### config.mk
export PLATFORM = sky130hd
export DESIGN_NAME = etc_timer
export DESIGN_NICKNAME = d
export VERILOG_FILES = /design/src/shared/etc_pkg.sv /design/src/hw/etc_timer.sv
export VERILOG_INCLUDE_DIRS = /design/src /design/src/shared
export SDC_FILE = /design/constraint.sdc
export NUM_CORES = 1
export LEC_CHECK = 0
export ABC_AREA = 1
export BUFFER_PORTS_ARGS = -buffer_cell sky130_fd_sc_hd__buf_4
export CAP_MARGIN = 20
export CORE_MARGIN = 2
export CORE_UTILIZATION = 61
export DETAILED_ROUTE_END_ITERATION = 8
export PLACE_DENSITY = 0.91
export REMOVE_ABC_BUFFERS = 1
export SETUP_SLACK_MARGIN = 0.02
export SLEW_MARGIN = 30
export SYNTH_ARGS = -nofsm -noshare
export SYNTH_HDL_FRONTEND = slang
export SYNTH_SLANG_ARGS = --single-unit
### constraint.sdc
create_clock -name clock -period 4.7 [get_ports clock]
set_clock_uncertainty 0.2 [all_clocks]
set_input_delay 0.235 -clock clock [delete_from_list [all_inputs] [get_ports clock]]
set_output_delay 0.235 -clock clock [all_outputs]
set_load 0.01 [all_outputs]
### src/shared/etc_consts.svh
`ifndef ETC_CONSTS_SVH
`define ETC_CONSTS_SVH
// count limits
`define ETC_BOTTOM       8'h00
`define ETC_MAX          8'hFF
// clock source select codes
`define ETC_CS_STOP      3'h0
`define ETC_CS_DIV1      3'h1
`define ETC_CS_DIV8      3'h2
`define ETC_CS_DIV64     3'h3
`define ETC_CS_DIV256    3'h4
`define ETC_CS_DIV1024   3'h5
`define ETC_CS_EXT_FALL  3'h6
`define ETC_CS_EXT_RISE  3'h7
// prescaler terminal counts (divide minus one)
`define ETC_PS_DIV8      10'h007
`define ETC_PS_DIV64     10'h03F
`define ETC_PS_DIV256    10'h0FF
`define ETC_PS_DIV1024   10'h3FF
// flag and mask bit positions
`define ETC_BIT_OVF      0
`define ETC_BIT_MATCH_A  1
`define ETC_BIT_MATCH_B  2
// reset values
`define ETC_RST_BYTE     8'h00
`define ETC_RST_FLAGS    3'h0
`endif

### src/shared/etc_pkg.sv
package etc_pkg;
  // waveform generation modes
  typedef enum logic [2:0] {
    ETC_NORMAL,
    ETC_PWM_PC_MAX,
    ETC_CTC,
    ETC_PWM_FAST_MAX,
    ETC_RSVD4,
    ETC_PWM_PC_OCA,
    ETC_RSVD6,
    ETC_PWM_FAST_OCA
  } etc_mode_t;
  // compare output action per unit
  typedef enum logic [1:0] {
    ETC_OUT_OFF,
    ETC_OUT_TOGGLE,
    ETC_OUT_CLEAR,
    ETC_OUT_SET
  } etc_out_t;
  // processor write strobes with data
  typedef struct packed {
    logic       countWr;
    logic       cmpAWr;
    logic       cmpBWr;
    logic [7:0] data;
  } etc_wr_t;
  // three interrupt sources, bit order ovf, a, b
  typedef struct packed {
    logic matchB;
    logic matchA;
    logic ovf;
  } etc_flags_t;
endpackage : etc_pkg

### src/hw/etc_timer.sv
`timescale 1ns/1ps
`include "etc_consts.svh"
// Behaviour
// - counter and both compare values are 8-bit
// - floor reached when count equals 0x00
// - ceiling reached when count equals 0xFF
// - peak is 0xFF or compare_value_a by mode
// - flags readable ungated, each interrupt request gated by its mask bit
// - three sources: overflow, match a, match b
// - tick from prescaled clock or external edge
// - no source selected means counter stays idle
// - continuous compare sets match flag per unit
// - compare values double-buffered in pwm modes, updated in sequence
// - waveform generator drives both compare outputs
// - clock_source_select alone chooses tick source; timerPowerOff also forces the tick low
// - count write beats tick clear or count
// - match flag sets one tick after equality
// - flags clear on service or write one
// - count write blocks compares next tick
module etc_timer
  import etc_pkg::*;
(
  // clock and reset
  input  wire logic       clock,
  input  wire logic       srst,
  // control
  input  wire logic       timerPowerOff,
  input  wire logic [2:0] clockSourceSelect,
  input  wire etc_mode_t  waveMode,
  input  wire etc_out_t   outModeA,
  input  wire etc_out_t   outModeB,
  // processor writes
  input  wire etc_wr_t    wr,
  input  wire etc_flags_t flagClearWr,
  input  wire etc_flags_t intAck,
  input  wire etc_flags_t timerMaskReg,
  // pin
  input  wire logic       externalCountInput,
  // status
  output logic [7:0]      timerCount,
  output logic [7:0]      compareValueA,
  output logic [7:0]      compareValueB,
  output etc_flags_t      timerFlagReg,
  output etc_flags_t      intReq,
  output logic            compareOutputA,
  output logic            compareOutputB
);
  // state registers
  logic [7:0]  count_ff, nxt_count;       // counter value
  logic [7:0]  cmpA_ff, nxt_cmpA;         // active compare a
  logic [7:0]  cmpB_ff, nxt_cmpB;         // active compare b
  logic [7:0]  bufA_ff, nxt_bufA;         // compare a buffer
  logic [7:0]  bufB_ff, nxt_bufB;         // compare b buffer
  logic        down_ff, nxt_down;         // phase correct direction
  etc_flags_t  flags_ff, nxt_flags;       // sticky flags
  logic        matchA_ff, nxt_matchA;     // pending match a
  logic        matchB_ff, nxt_matchB;     // pending match b
  logic        block_ff, nxt_block;       // compare blocking after write
  logic        ocA_ff, nxt_ocA;           // output a state
  logic        ocB_ff, nxt_ocB;           // output b state
  logic [9:0]  ps_ff, nxt_ps;             // prescaler
  logic        ext1_ff, ext2_ff, ext3_ff; // pin sync and edge history
  // combinational helpers
  logic        tick;                      // timer tick enable
  logic [7:0]  peak;                      // sequence peak
  logic        isPwm, isPc, buffered;
  logic        atFloor, atCeil, atPeak;

  // mode decode used by several paths
  function automatic logic mode_pwm(input etc_mode_t m);
    return (m != ETC_NORMAL) && (m != ETC_CTC) &&
           (m != ETC_RSVD4) && (m != ETC_RSVD6);
  endfunction : mode_pwm

  // apply compare output action to an output state
  function automatic logic out_act(input etc_out_t a, input logic cur);
    unique case (a)
      ETC_OUT_OFF:    return cur;
      ETC_OUT_TOGGLE: return ~cur;
      ETC_OUT_CLEAR:  return 1'b0;
      ETC_OUT_SET:    return 1'b1;
    endcase
  endfunction : out_act

  // pin synchroniser, third stage only feeds edge detect
  always_ff @(posedge clock)
  begin
    if (srst)
    begin
      ext1_ff <= 1'b0;
      ext2_ff <= 1'b0;
      ext3_ff <= 1'b0;
    end
    else
    begin
      ext1_ff <= externalCountInput;
      ext2_ff <= ext1_ff;
      ext3_ff <= ext2_ff;
    end
  end

  // tick selection and prescaler
  always_comb
  begin
    nxt_ps = (clockSourceSelect == `ETC_CS_STOP || timerPowerOff) ?
             10'h000 : ps_ff + 10'h001;
    tick   = 1'b0;
    unique case (clockSourceSelect)
      `ETC_CS_STOP:     tick = 1'b0;
      `ETC_CS_DIV1:     tick = 1'b1;
      `ETC_CS_DIV8:     tick = (ps_ff[2:0] == 3'(`ETC_PS_DIV8));
      `ETC_CS_DIV64:    tick = (ps_ff[5:0] == 6'(`ETC_PS_DIV64));
      `ETC_CS_DIV256:   tick = (ps_ff[7:0] == 8'(`ETC_PS_DIV256));
      `ETC_CS_DIV1024:  tick = (ps_ff == `ETC_PS_DIV1024);
      `ETC_CS_EXT_FALL: tick = ext3_ff & ~ext2_ff;
      `ETC_CS_EXT_RISE: tick = ~ext3_ff & ext2_ff;
    endcase
    if (timerPowerOff)
      tick = 1'b0;
  end

  // sequence limits
  always_comb
  begin
    isPwm    = mode_pwm(waveMode);
    isPc     = (waveMode == ETC_PWM_PC_MAX) ||
               (waveMode == ETC_PWM_PC_OCA);
    buffered = isPwm;
    peak     = (waveMode == ETC_CTC || waveMode == ETC_PWM_PC_OCA ||
                waveMode == ETC_PWM_FAST_OCA) ? cmpA_ff : `ETC_MAX;
    atFloor  = (count_ff == `ETC_BOTTOM);
    atCeil   = (count_ff == `ETC_MAX);
    atPeak   = (count_ff == peak);
  end

  // counter, compare, flag and waveform next state
  always_comb
  begin
    nxt_count  = count_ff;
    nxt_down   = down_ff;
    nxt_bufA   = bufA_ff;
    nxt_bufB   = bufB_ff;
    nxt_cmpA   = cmpA_ff;
    nxt_cmpB   = cmpB_ff;
    nxt_flags  = flags_ff;
    nxt_matchA = matchA_ff;
    nxt_matchB = matchB_ff;
    nxt_block  = block_ff;
    nxt_ocA    = ocA_ff;
    nxt_ocB    = ocB_ff;
    // software writes: buffer in pwm modes, direct otherwise
    if (wr.cmpAWr)
    begin
      nxt_bufA = wr.data;
      if (!buffered)
        nxt_cmpA = wr.data;
    end
    if (wr.cmpBWr)
    begin
      nxt_bufB = wr.data;
      if (!buffered)
        nxt_cmpB = wr.data;
    end
    // clearing: write one or service, then hardware sets win
    nxt_flags = nxt_flags & ~(flagClearWr | intAck);
    if (tick)
    begin
      // equality seen last tick raises its flag now
      if (matchA_ff)
        nxt_flags.matchA = 1'b1;
      if (matchB_ff)
        nxt_flags.matchB = 1'b1;
      // compare on this tick unless blocked by a count write
      nxt_matchA = !block_ff && (count_ff == cmpA_ff);
      nxt_matchB = !block_ff && (count_ff == cmpB_ff);
      nxt_block  = 1'b0;
      if (nxt_matchA && !isPwm)
        nxt_ocA = out_act(outModeA, ocA_ff);
      if (nxt_matchB && !isPwm)
        nxt_ocB = out_act(outModeB, ocB_ff);
      // count sequence per mode
      if (isPc)
      begin
        if (!down_ff && atPeak)
        begin
          nxt_down  = 1'b1;
          nxt_count = count_ff - 8'h01;
          nxt_cmpA  = bufA_ff;
          nxt_cmpB  = bufB_ff;
        end
        else if (down_ff && atFloor)
        begin
          nxt_down        = 1'b0;
          nxt_count       = count_ff + 8'h01;
          nxt_flags.ovf   = 1'b1;
        end
        else
          nxt_count = down_ff ? count_ff - 8'h01 : count_ff + 8'h01;
      end
      // reserved modes fall through and count like normal mode
      else if (atPeak && (isPwm || waveMode == ETC_CTC))
      begin
        nxt_count = `ETC_BOTTOM;
        if (isPwm)
        begin
          nxt_flags.ovf = 1'b1;
          nxt_cmpA      = bufA_ff;
          nxt_cmpB      = bufB_ff;
        end
      end
      else
      begin
        nxt_count = count_ff + 8'h01;
        if (atCeil)
          nxt_flags.ovf = 1'b1;
      end
    end
    // processor count write overrides the tick's count and block update; tick flag and output actions still apply
    if (wr.countWr)
    begin
      nxt_count = wr.data;
      nxt_block = 1'b1;
    end
  end

  // register all state
  always_ff @(posedge clock)
  begin
    if (srst)
    begin
      count_ff  <= `ETC_RST_BYTE;
      cmpA_ff   <= `ETC_RST_BYTE;
      cmpB_ff   <= `ETC_RST_BYTE;
      bufA_ff   <= `ETC_RST_BYTE;
      bufB_ff   <= `ETC_RST_BYTE;
      down_ff   <= 1'b0;
      flags_ff  <= `ETC_RST_FLAGS;
      matchA_ff <= 1'b0;
      matchB_ff <= 1'b0;
      block_ff  <= 1'b0;
      ocA_ff    <= 1'b0;
      ocB_ff    <= 1'b0;
      ps_ff     <= 10'h000;
    end
    else
    begin
      count_ff  <= nxt_count;
      cmpA_ff   <= nxt_cmpA;
      cmpB_ff   <= nxt_cmpB;
      bufA_ff   <= nxt_bufA;
      bufB_ff   <= nxt_bufB;
      down_ff   <= nxt_down;
      flags_ff  <= nxt_flags;
      matchA_ff <= nxt_matchA;
      matchB_ff <= nxt_matchB;
      block_ff  <= nxt_block;
      ocA_ff    <= nxt_ocA;
      ocB_ff    <= nxt_ocB;
      ps_ff     <= nxt_ps;
    end
  end

  // pwm outputs are compare-derived levels, others from state
  always_comb
  begin
    timerCount    = count_ff;
    compareValueA = buffered ? bufA_ff : cmpA_ff;
    compareValueB = buffered ? bufB_ff : cmpB_ff;
    timerFlagReg  = flags_ff;
    intReq        = flags_ff & timerMaskReg;
    compareOutputA = isPwm ? (outModeA == ETC_OUT_CLEAR ?
                     (count_ff < cmpA_ff) : (outModeA == ETC_OUT_SET ?
                     (count_ff >= cmpA_ff) : 1'b0)) : ocA_ff;
    compareOutputB = isPwm ? (outModeB == ETC_OUT_CLEAR ?
                     (count_ff < cmpB_ff) : (outModeB == ETC_OUT_SET ?
                     (count_ff >= cmpB_ff) : 1'b0)) : ocB_ff;
  end
endmodule : etc_timer

== Word-level counts from Yosys, hierarchy flattened ==
Index checks and enable logic that the tools add are counted.

* Bits of input ports: 34
* Word-level logic and storage cells: 141
* Output and inout port bits: 32
* Register bits: 62

* Reduce and logical (&&, ||, !) cells: 29
* Add/sub/neg operators: 3
* Bitwise logic cells: 12
* Order comparisons: 4
* Eq/ne operators: 28
* Multiplexer cells: 47

{| class="wikitable"
|+ Operators with widths
! cell !! number
|-
| $mux W8 || 24
|-
| $eq A8 B8 Y1 || 3
|-
| $eq A3 B3 Y1 const B || 7
|-
| $mux W1 || 19
|-
| $eq A8 B8 Y1 const B || 2
|-
| $ge A8 B8 Y1 || 2
|-
| $lt A8 B8 Y1 || 2
|-
| $add A10 B1 Y10 const B || 1
|-
| $eq A10 B10 Y1 const B || 1
|-
| $logic_and A1 B1 Y1 || 10
|-
| $eq A3 B2 Y1 const B || 3
|-
| $reduce_and A3 Y1 || 3
|-
| $add A8 B1 Y8 const B || 1
|-
| $eq A2 B2 Y1 const B || 4
|-
| $logic_not A8 Y1 || 1
|-
| $pmux W1 S8 || 1
|-
| $sub A8 B1 Y8 const B || 1
|-
| $and A3 B3 Y3 || 2
|-
| $eq A3 B1 Y1 const B || 2
|-
| $eq A6 B6 Y1 const B || 1
|-
| $ne A3 B3 Y1 const B || 2
|-
| $not A1 Y1 || 6
|-
| $pmux W1 S3 || 2
|-
| $logic_or A1 B1 Y1 || 5
|-
| other kinds (12) || 18
|}

== Logic depth before layout (Yosys ltp) ==
Gate-level depths: netlist (run 1).

* Depth after elaboration: 10
* Depth in mapped cells: 16
* Gate-level depth less buffers: 15

== Worst setup path before layout (run 1) ==
No wires, ideal clock.

* Path type: reg2reg
* From: register count_ff[0], in the netlist timerCount[0]
* To: register count_ff[1], in the netlist timerCount[1]
* Data required time: 4.430 ns
* Path buffers: 0
* Cell stages (with the launch flop): 12
* Setup time: 0.070 ns
* Data arrival time: 1.876 ns
* Clock period less this slack: 2.146 ns
* Path slack: 2.554 ns
* Cells stage by stage: dfxtp_1 inv_1 ha_1 nand3_1 nor2_1 nand2_1 nor2_1 a21oi_1 nand2_1 nand2_1 nand3_1 a21oi_1

* Cells in the longest elaborated chain, start to end: 7
* Elaborated cells between the ends (all ways): 14
* Those cells by class: 2 x add/sub; 1 x eq/ne; 7 x mux; 4 x reduce/logical

{| class="wikitable"
|+ RTL lines
! item !! RTL line !! text
|-
| start, declared || etc_timer.sv:49 || <nowiki>logic [7:0] count_ff, nxt_count;</nowiki>
|-
| start signal, assigned || etc_timer.sv:231 || <nowiki>count_ff <= `ETC_RST_BYTE;</nowiki>
|-
| start signal, assigned || etc_timer.sv:247 || <nowiki>count_ff <= nxt_count;</nowiki>
|-
| $add A8 B1 Y8, or another cell as far along || etc_timer.sv:194, etc_timer.sv:198, etc_timer.sv:213 ||
|-
| $mux W8 / $logic_and A1 B1 Y1 (equally long branches) || etc_timer.sv:198, etc_timer.sv:191 ||
|-
| $mux W8 || etc_timer.sv:191 || <nowiki>else if (down_ff && atFloor)</nowiki>
|-
| $mux W8 || etc_timer.sv:184 || <nowiki>if (!down_ff && atPeak)</nowiki>
|-
| $mux W8 (*) || etc_timer.sv:182 || <nowiki>if (isPc)</nowiki>
|-
| $mux W8 (*) || etc_timer.sv:166 || <nowiki>if (tick)</nowiki>
|-
| $mux W8 (*) || etc_timer.sv:219 || <nowiki>if (wr.countWr)</nowiki>
|}

Mark *: on every way between the ends. The rest lies on a longest branch, timed or not. The select of a mux whose other input is x is not followed.
A chain may end at the register's enable or synchronous reset.

== Worst setup path in the final report (run 1) ==
* From: register count_ff[2], in the netlist timerCount[2]
* To: output compareOutputB

* Cells in the longest elaborated chain, start to end: 4
* Elaborated cells between the ends (all ways): 5
* Those cells by class: 2 x order compare; 3 x mux

{| class="wikitable"
|+ RTL lines
! item !! RTL line !! text
|-
| $ge A8 B8 Y1 || etc_timer.sv:276 || <nowiki>(count_ff >= cmpB_ff) : 1'b0)) : ocB_ff;</nowiki>
|-
| $mux W1 || etc_timer.sv:275 || <nowiki>(count_ff < cmpB_ff) : (outModeB == ETC_OUT_SET ?</nowiki>
|-
| $mux W1 (*) (2 in series) || etc_timer.sv:274 || <nowiki>compareOutputB = isPwm ? (outModeB == ETC_OUT_CLEAR ?</nowiki>
|-
| end, declared || etc_timer.sv:46 || <nowiki>output logic compareOutputB</nowiki>
|}

Mark *: on every way between the ends. The rest lies on a longest branch, timed or not.

==> flow_summary.toml, run 1 <==
[outcome]
status = "completed"

[clock_network]
clkTransAtPathRegs_ns = 0.07
clock_path_buffers = 2
h-tree-depth = 3
root_buffer = "clkbuf_8"
cts_sinks = 62
clk_latency_ns = 0.35
cts_tree = "done"
cts_made_buffers = 9

[timing]
min_period_over_period_pct = 59.1
timing.fmax_ghz = 0.360
finalHoldViolations = 0
rsz0062_at_grt = "false"
setup_viol = 0
fin_crit_ns = 2.78
maxSlewHeadroom_pct = 34.4
drv_slew = 0
tightest_slew_ns = 0.978
finalSetupTns_ns = 0

[worst_setup_path]
rr_worst_depth = 13
critPathTopFamily = "flip-flops"
r2r-start = "ps_ff[0]$_SDFF_PP0_"
cp_slowest_stage_delay_ns = 0.61
cp_cell_sequence = "ha_1 > nand2_1 > inv_1 > o21ai_0 > nand2_1 > nand2_1 > o211ai_1 > o2111ai_1 > o21ai_0 > buf_4"
r2r-end = "cmpA_ff[0]$_SDFF_PP0_"
worst-path-buf-inv = 2
path_class = "reg2out"
crit_slowest_cell = "dfxtp_1"
path_common_cell = "nand2_1"
critPathLaunchType = "flop"
critPathMaxFanout = 10
cp.required_ns = 4.26
cp-end-kind = "output pin"
r2r_setup_slack_ns = 2.08
crit_arrival_ns = 2.34

[global_routing]
grt_pass1_vias = 4166
grt_pass1_wl_mm = 19.1
grt_usage_pct = 33.2
overflow = 0
grt_max_degree = 42
antenna_found_initial = 0

[pwr]
seq_power_share_pct = 40.6
leakage_uw = 0.00237
pwr-share-comb_pct = 21.9
switching_share_pct = 30.7
ir_worst_vdd_mv = 0.279
p_total_uw = 1430
powerDensity_mw_per_mm2 = 299
p_int_uw = 989
p_clk_share_pct = 37.5
switching_power_uw = 438

[drt]
dr.pass1.iters = 6
wl_per_cell_um = 15.0
drc = 0
num_vias = 4496
drt-total-wl_mm = 11.6
ant_nets = 0
vias_per_cell = 5.82
dr.first_iter.drc_count = 483

[hold_path]
hp-class = "in2reg"
min_to = "ocA_ff$_SDFFE_PP0P_"
hold_depth = 3
holdCritStartpoint = "outModeA[0]"

[final_layout]
diodes = 0
layout_commonest_cell = "nand2_1"
final_cell_mix = "nand2_1 (161), nor2_1 (99), inv_1 (67), buf_4 (65), dfxtp_1 (62)"
post-route-util_pct = 76.0
drive_gt1_share_pct = 13.1
stdcell_count = 772
syn2layout_area_growth_pct = 21.4
nets = 744

[placed_design]
gp_congestion = 0.972
dp_cells = 741
port_buffers = 65
hpwl_mm = 7.97

[logic_synthesis]
synth_area_mm2 = 0.00393
seq_area_frac_synth_pct = 31.6
synth_cell_types = 36
ys_ff_latch = 62
synth_warnings = 0
synth_area_per_cell_um2 = 6.34
netlist_instances = 620

[die]
die-area_mm2 = 0.00710
initial_core_util_pct = 62.6
io_pins = 66
die_h_um = 84.3
rows = 29
die_x_um = 84.3
core_mm2 = 0.00628

[flow_run]
maxCapViolCount = 0
Yosys cell counts (all sizes together):
cell type / n / area (um^2)
nor3: 8 / 40.0
nor4: 3 / 25.0
nand3b: 3 / 22.5
and3: 1 / 6.26
o21ai: 62 / 310
buf: 9 / 65.1
nor3b: 1 / 7.51
ha: 20 / 250
xor2: 7 / 61.3
nand4: 19 / 119
xnor2: 4 / 35.0
dfxtp: 62 / 1240
a21oi: 30 / 150
o31ai: 1 / 7.51
clkinv: 1 / 3.75
inv: 70 / 263
o211ai: 4 / 30.0
nand3: 30 / 168
clkbuf: 12 / 45.0
nand2: 164 / 628
o2111ai: 4 / 35.0
a31oi: 2 / 12.5
nor2: 102 / 400
or2: 1 / 6.26
state kept, by name, indices dropped and copies added (netlist names), 3 cells and up:
signal	flops
cmpB_ff	8
bufB_ff	8
timerFlagReg	3
timerCount	8
cmpA_ff	8
bufA_ff	8
ps_ff	10
how the worst max path moves through the flow:
| stage | start | end | slack (ns) | cells past startpoint |
|---|---|---|---|---|
| 2_1_floorplan | timerCount[0]$_SDFFE_PP0P_ | timerCount[1]$_SDFFE_PP0P_ | 2.55 | 11 |
| 3_3_place_gp | waveMode[0] | cmpA_ff[5]$_SDFF_PP0_ | 2.10 | 15 |
| 3_5_place_dp | waveMode[0] | cmpA_ff[0]$_SDFF_PP0_ | 2.05 | 15 |
| 4_1_cts | timerCount[2]$_SDFFE_PP0P_ | compareOutputB | 1.99 | 10 |
| 5_1_grt | ps_ff[0]$_SDFF_PP0_ | cmpB_ff[4]$_SDFF_PP0_ | 1.84 | 13 |
| 6_report | timerCount[2]$_SDFFE_PP0P_ | compareOutputB | 1.92 | 10 |
cell families (layout without fill, tap and decap cells):
group           Yosys count  count (layout)  share of synthesized area (%)
compound gates          103             103                           13.9
fa+ha+maj                20              20                           6.36
flops                    62              62                           31.6
xor+xnor                 11              11                           2.45
buf+inv                  92             167                           9.58
simple gates            332             332                           36.2
per-stage QoR:
stage	hold WS [ns]	worst slack, ns	cell area [um^2]
floorplan	0.104	2.55	3820
global placement	0.193	2.10	4410
detailed placement	0.208	2.05	4410
CTS	0.00234	1.99	4770
global route	0.0257	1.84	4770
finish	0.00459	1.92	4770
power groups by stage:
stage	Combinational (uW)	Clock [uW]	Sequential (uW)
CTS	306	531	577
detailed placement	292	0	589
global route	347	552	581
finish	313	536	579
global placement	279	0	588
floorplan	177	0	584
per-layer routing:
metal | track usage [%] | vias to the layer above | routed length [um] | part of all wire [%]
met2 | 56.3 | 229 | 5600 | 48
met4 | 16.1 | 0 | 476 | 4.1
met1 | 40.4 | 2062 | 4530 | 39
met5 | 0 | - | 0 | 0
met3 | 6.19 | 51 | 998 | 8.6
li1 | - | 2154 | - | -
worst reg2reg max path: cells and delay by family (launching register included):
family	cells	cell delay [ns]
AND/OR/NAND/NOR	9	1.41
flip-flops	1	0.35
buffers and inverters	2	0.30
adder cells (fa/ha/maj)	1	0.18
AO/OA/AOI/OAI	1	0.13
repair_timing:
action / in CTS / in global routing
hold buffers: 15 / 0
setup buffers: 0 / 0
hold endpoints to repair: 20 / 0
resized for setup: 0 / 0
area by class of cell:
type	count	area (um^2)
flip-flops and latches	62	1240
fillers	478	1500
multi-input cells	466	2310
inverters	71	267
repair buffers	80	638
clock inverters	3	67.6
clock buffers	13	149
well taps	77	96.3
Note: power is estimated with default switching activity, not from simulation.
==> inputs of run 2 (changes only) <==
CORE_UTILIZATION = 51   (was 61)
PLACE_DENSITY = 0.81   (was 0.91)
clock period = 2.5 ns   (was 4.7 ns; I/O delays follow)
==> flow_summary.toml, run 2 (synthesized netlist as in run 1, its figures left out) <==
[outcome]
status = "completed"

[clock_network]
h-tree-depth = 3
clk_latency_ns = 0.36
cts_sinks = 62
cts_tree = "done"
cts_made_buffers = 9
clock_path_buffers = 2
root_buffer = "clkbuf_8"
clkTransAtPathRegs_ns = 0.07

[die]
die-area_mm2 = 0.00843
rows = 32
initial_core_util_pct = 51.7
core_mm2 = 0.00761
io_pins = 66
die_h_um = 91.8
die_x_um = 91.8

[global_routing]
busiest_layer = "met2"
grt_max_degree = 35
antenna_found_initial = 0
overflow = 0
grt_pass1_wl_mm = 18.9
grt_usage_pct = 27.8
grt_util_met2_pct = 47.9
gr-usage-met3_pct = 4.52
grt_pass1_vias = 4248
met1_usage_pct = 33.0

[final_layout]
diodes = 0
layout_commonest_cell = "nand2_1"
fill_cells = 708
nets = 772
syn2layout_area_growth_pct = 29.9
top_register = "ps_ff"
final_cell_mix = "nand2_1 (158), nor2_1 (99), buf_4 (75), inv_1 (65)"
drive_gt1_share_pct = 16.5
largest_reg_flops = 10

[worst_setup_path]
critPathLaunchType = "flop"
worst-path-buf-inv = 3
crit_arrival_ns = 2.40
critPathMaxFanout = 9
cp-end-kind = "flop"
cp_slowest_stage_delay_ns = 0.35
cp_cell_sequence = "ha_1 > nand3_1 > nor2_1 > nand2_1 > inv_2 > nor2_1 > o21ai_2 > nand3_4 > inv_4 > buf_4 > o211ai_1 > nand2_1 > a21oi_1"
critPathTopFamily = "simple AND/OR/NAND/NOR gates"
cp.required_ns = 2.53
crit_slowest_cell = "dfxtp_1"
path_class = "reg2reg"

[flow_run]
maxCapViolCount = 0

[pwr]
p_int_uw = 1790
switching_share_pct = 31.6
ir_worst_vdd_mv = 0.238
pwr-share-comb_pct = 24.8
leakage_uw = 0.00250
p_clk_share_pct = 34.0
seq_power_share_pct = 41.2
switching_power_uw = 827
powerDensity_mw_per_mm2 = 512

[drt]
ant_nets = 0
vias_per_cell = 5.44
dr.pass1.iters = 5
drc = 0
dr.first_iter.drc_count = 371
num_vias = 4484
drt-total-wl_mm = 11.8
wl_per_cell_um = 14.3

[timing]
min_period_over_period_pct = 94.6
rsz0062_at_grt = "false"
maxSlewHeadroom_pct = 64.9
setup_viol = 0
finalSetupTns_ns = 0
fin_crit_ns = 2.37
finalHoldViolations = 0
whs_ns = 0.0601
tightest_slew_ns = 0.521
timing.fmax_ghz = 0.423
drv_slew = 0

[hold_path]
hp-class = "in2reg"

[placed_design]
gp_congestion = 0.944
hpwl_mm = 8.05
port_buffers = 65
## run 2: changes by cell type in the layout (fill, tap and decap cells not counted), moves of 3 or more
cell / before / now
nand2_2: 2 / 5
o21ai_1: 1 / 4
nand2_1: 161 / 158
o21ai_0: 61 / 57
dlygate4sd3_1: 15 / 29
dfxtp_1: 62 / 57
buf_4: 65 / 75
nand3_4: 1 / 4
dfxtp_2: 0 / 5
## run 2: path summary, 6_finish.rpt
path                       startpoint                  end  slack [ns]  cells past startpoint
setup / recovery  ps_ff[0]$_SDFF_PP0_  ocB_ff$_SDFFE_PP0P_        0.13                     13
hold / removal            waveMode[0]  ocA_ff$_SDFFE_PP0P_        0.06                      4
setup reg to reg  ps_ff[0]$_SDFF_PP0_  ocB_ff$_SDFFE_PP0P_        0.13                     13
hold reg to reg    ext1_ff$_SDFF_PP0_   ext2_ff$_SDFF_PP0_        0.23                      2
## run 2: power groups by stage
stage | Combinational, uW | Sequential, uW | Clock (uW)
floorplan | 333 | 1100 | 0
global placement | 547 | 1100 | 0
detailed placement | 567 | 1100 | 0
CTS | 609 | 1080 | 888
global route | 722 | 1090 | 936
finish | 647 | 1080 | 889
## run 2: metrics by stage
step / util [%] / instance area, um^2 / total power [uW] / worst slack (ns) / instances
after global placement: 59.3 / 4510 / 1640 / 0.300 / 776
final: 67.1 / 5110 / 2610 / 0.134 / 824
after global routing: 67.1 / 5110 / 2740 / 0.0178 / 824
after detailed placement: 59.3 / 4510 / 1670 / 0.123 / 776
after CTS: 65.6 / 4990 / 2570 / 0.0263 / 820
after floorplan: - / 3820 / 1430 / 0.354 / 599
## run 2: repair_timing
action | CTS | global route
endpoints found under the hold margin | 40 | 0
setup buffers | 0 | 2
resized for setup | 2 | 22
pin swaps | 1 | 6
hold buffers | 29 | 0
setup endpoints to repair | 2 | 21
cloned | 0 | 2
## run 2: worst min-delay path, stage by stage
cell,delay [ns]
buf_4,0.18
nor3_1,0.09
o2111ai_1,0.10
a21oi_1,0.06
## run 2: metal layers
metal / share of wire, % / wire (um)
met1: 41 / 4860
met5: 0 / 0
met4: 3.9 / 455
met2: 48 / 5670
met3: 7.0 / 829
## run 2: layout make-up
type	instances	area [um^2]	area share (%)
flip-flops and latches	62	1250	24.4
repair buffers	106	876	17.1
inverters	71	269	5.27
well taps	102	128	2.50
clock buffers	11	141	2.77
multi-input cells	468	2400	47.0
clock inverters	4	47.5	0.931
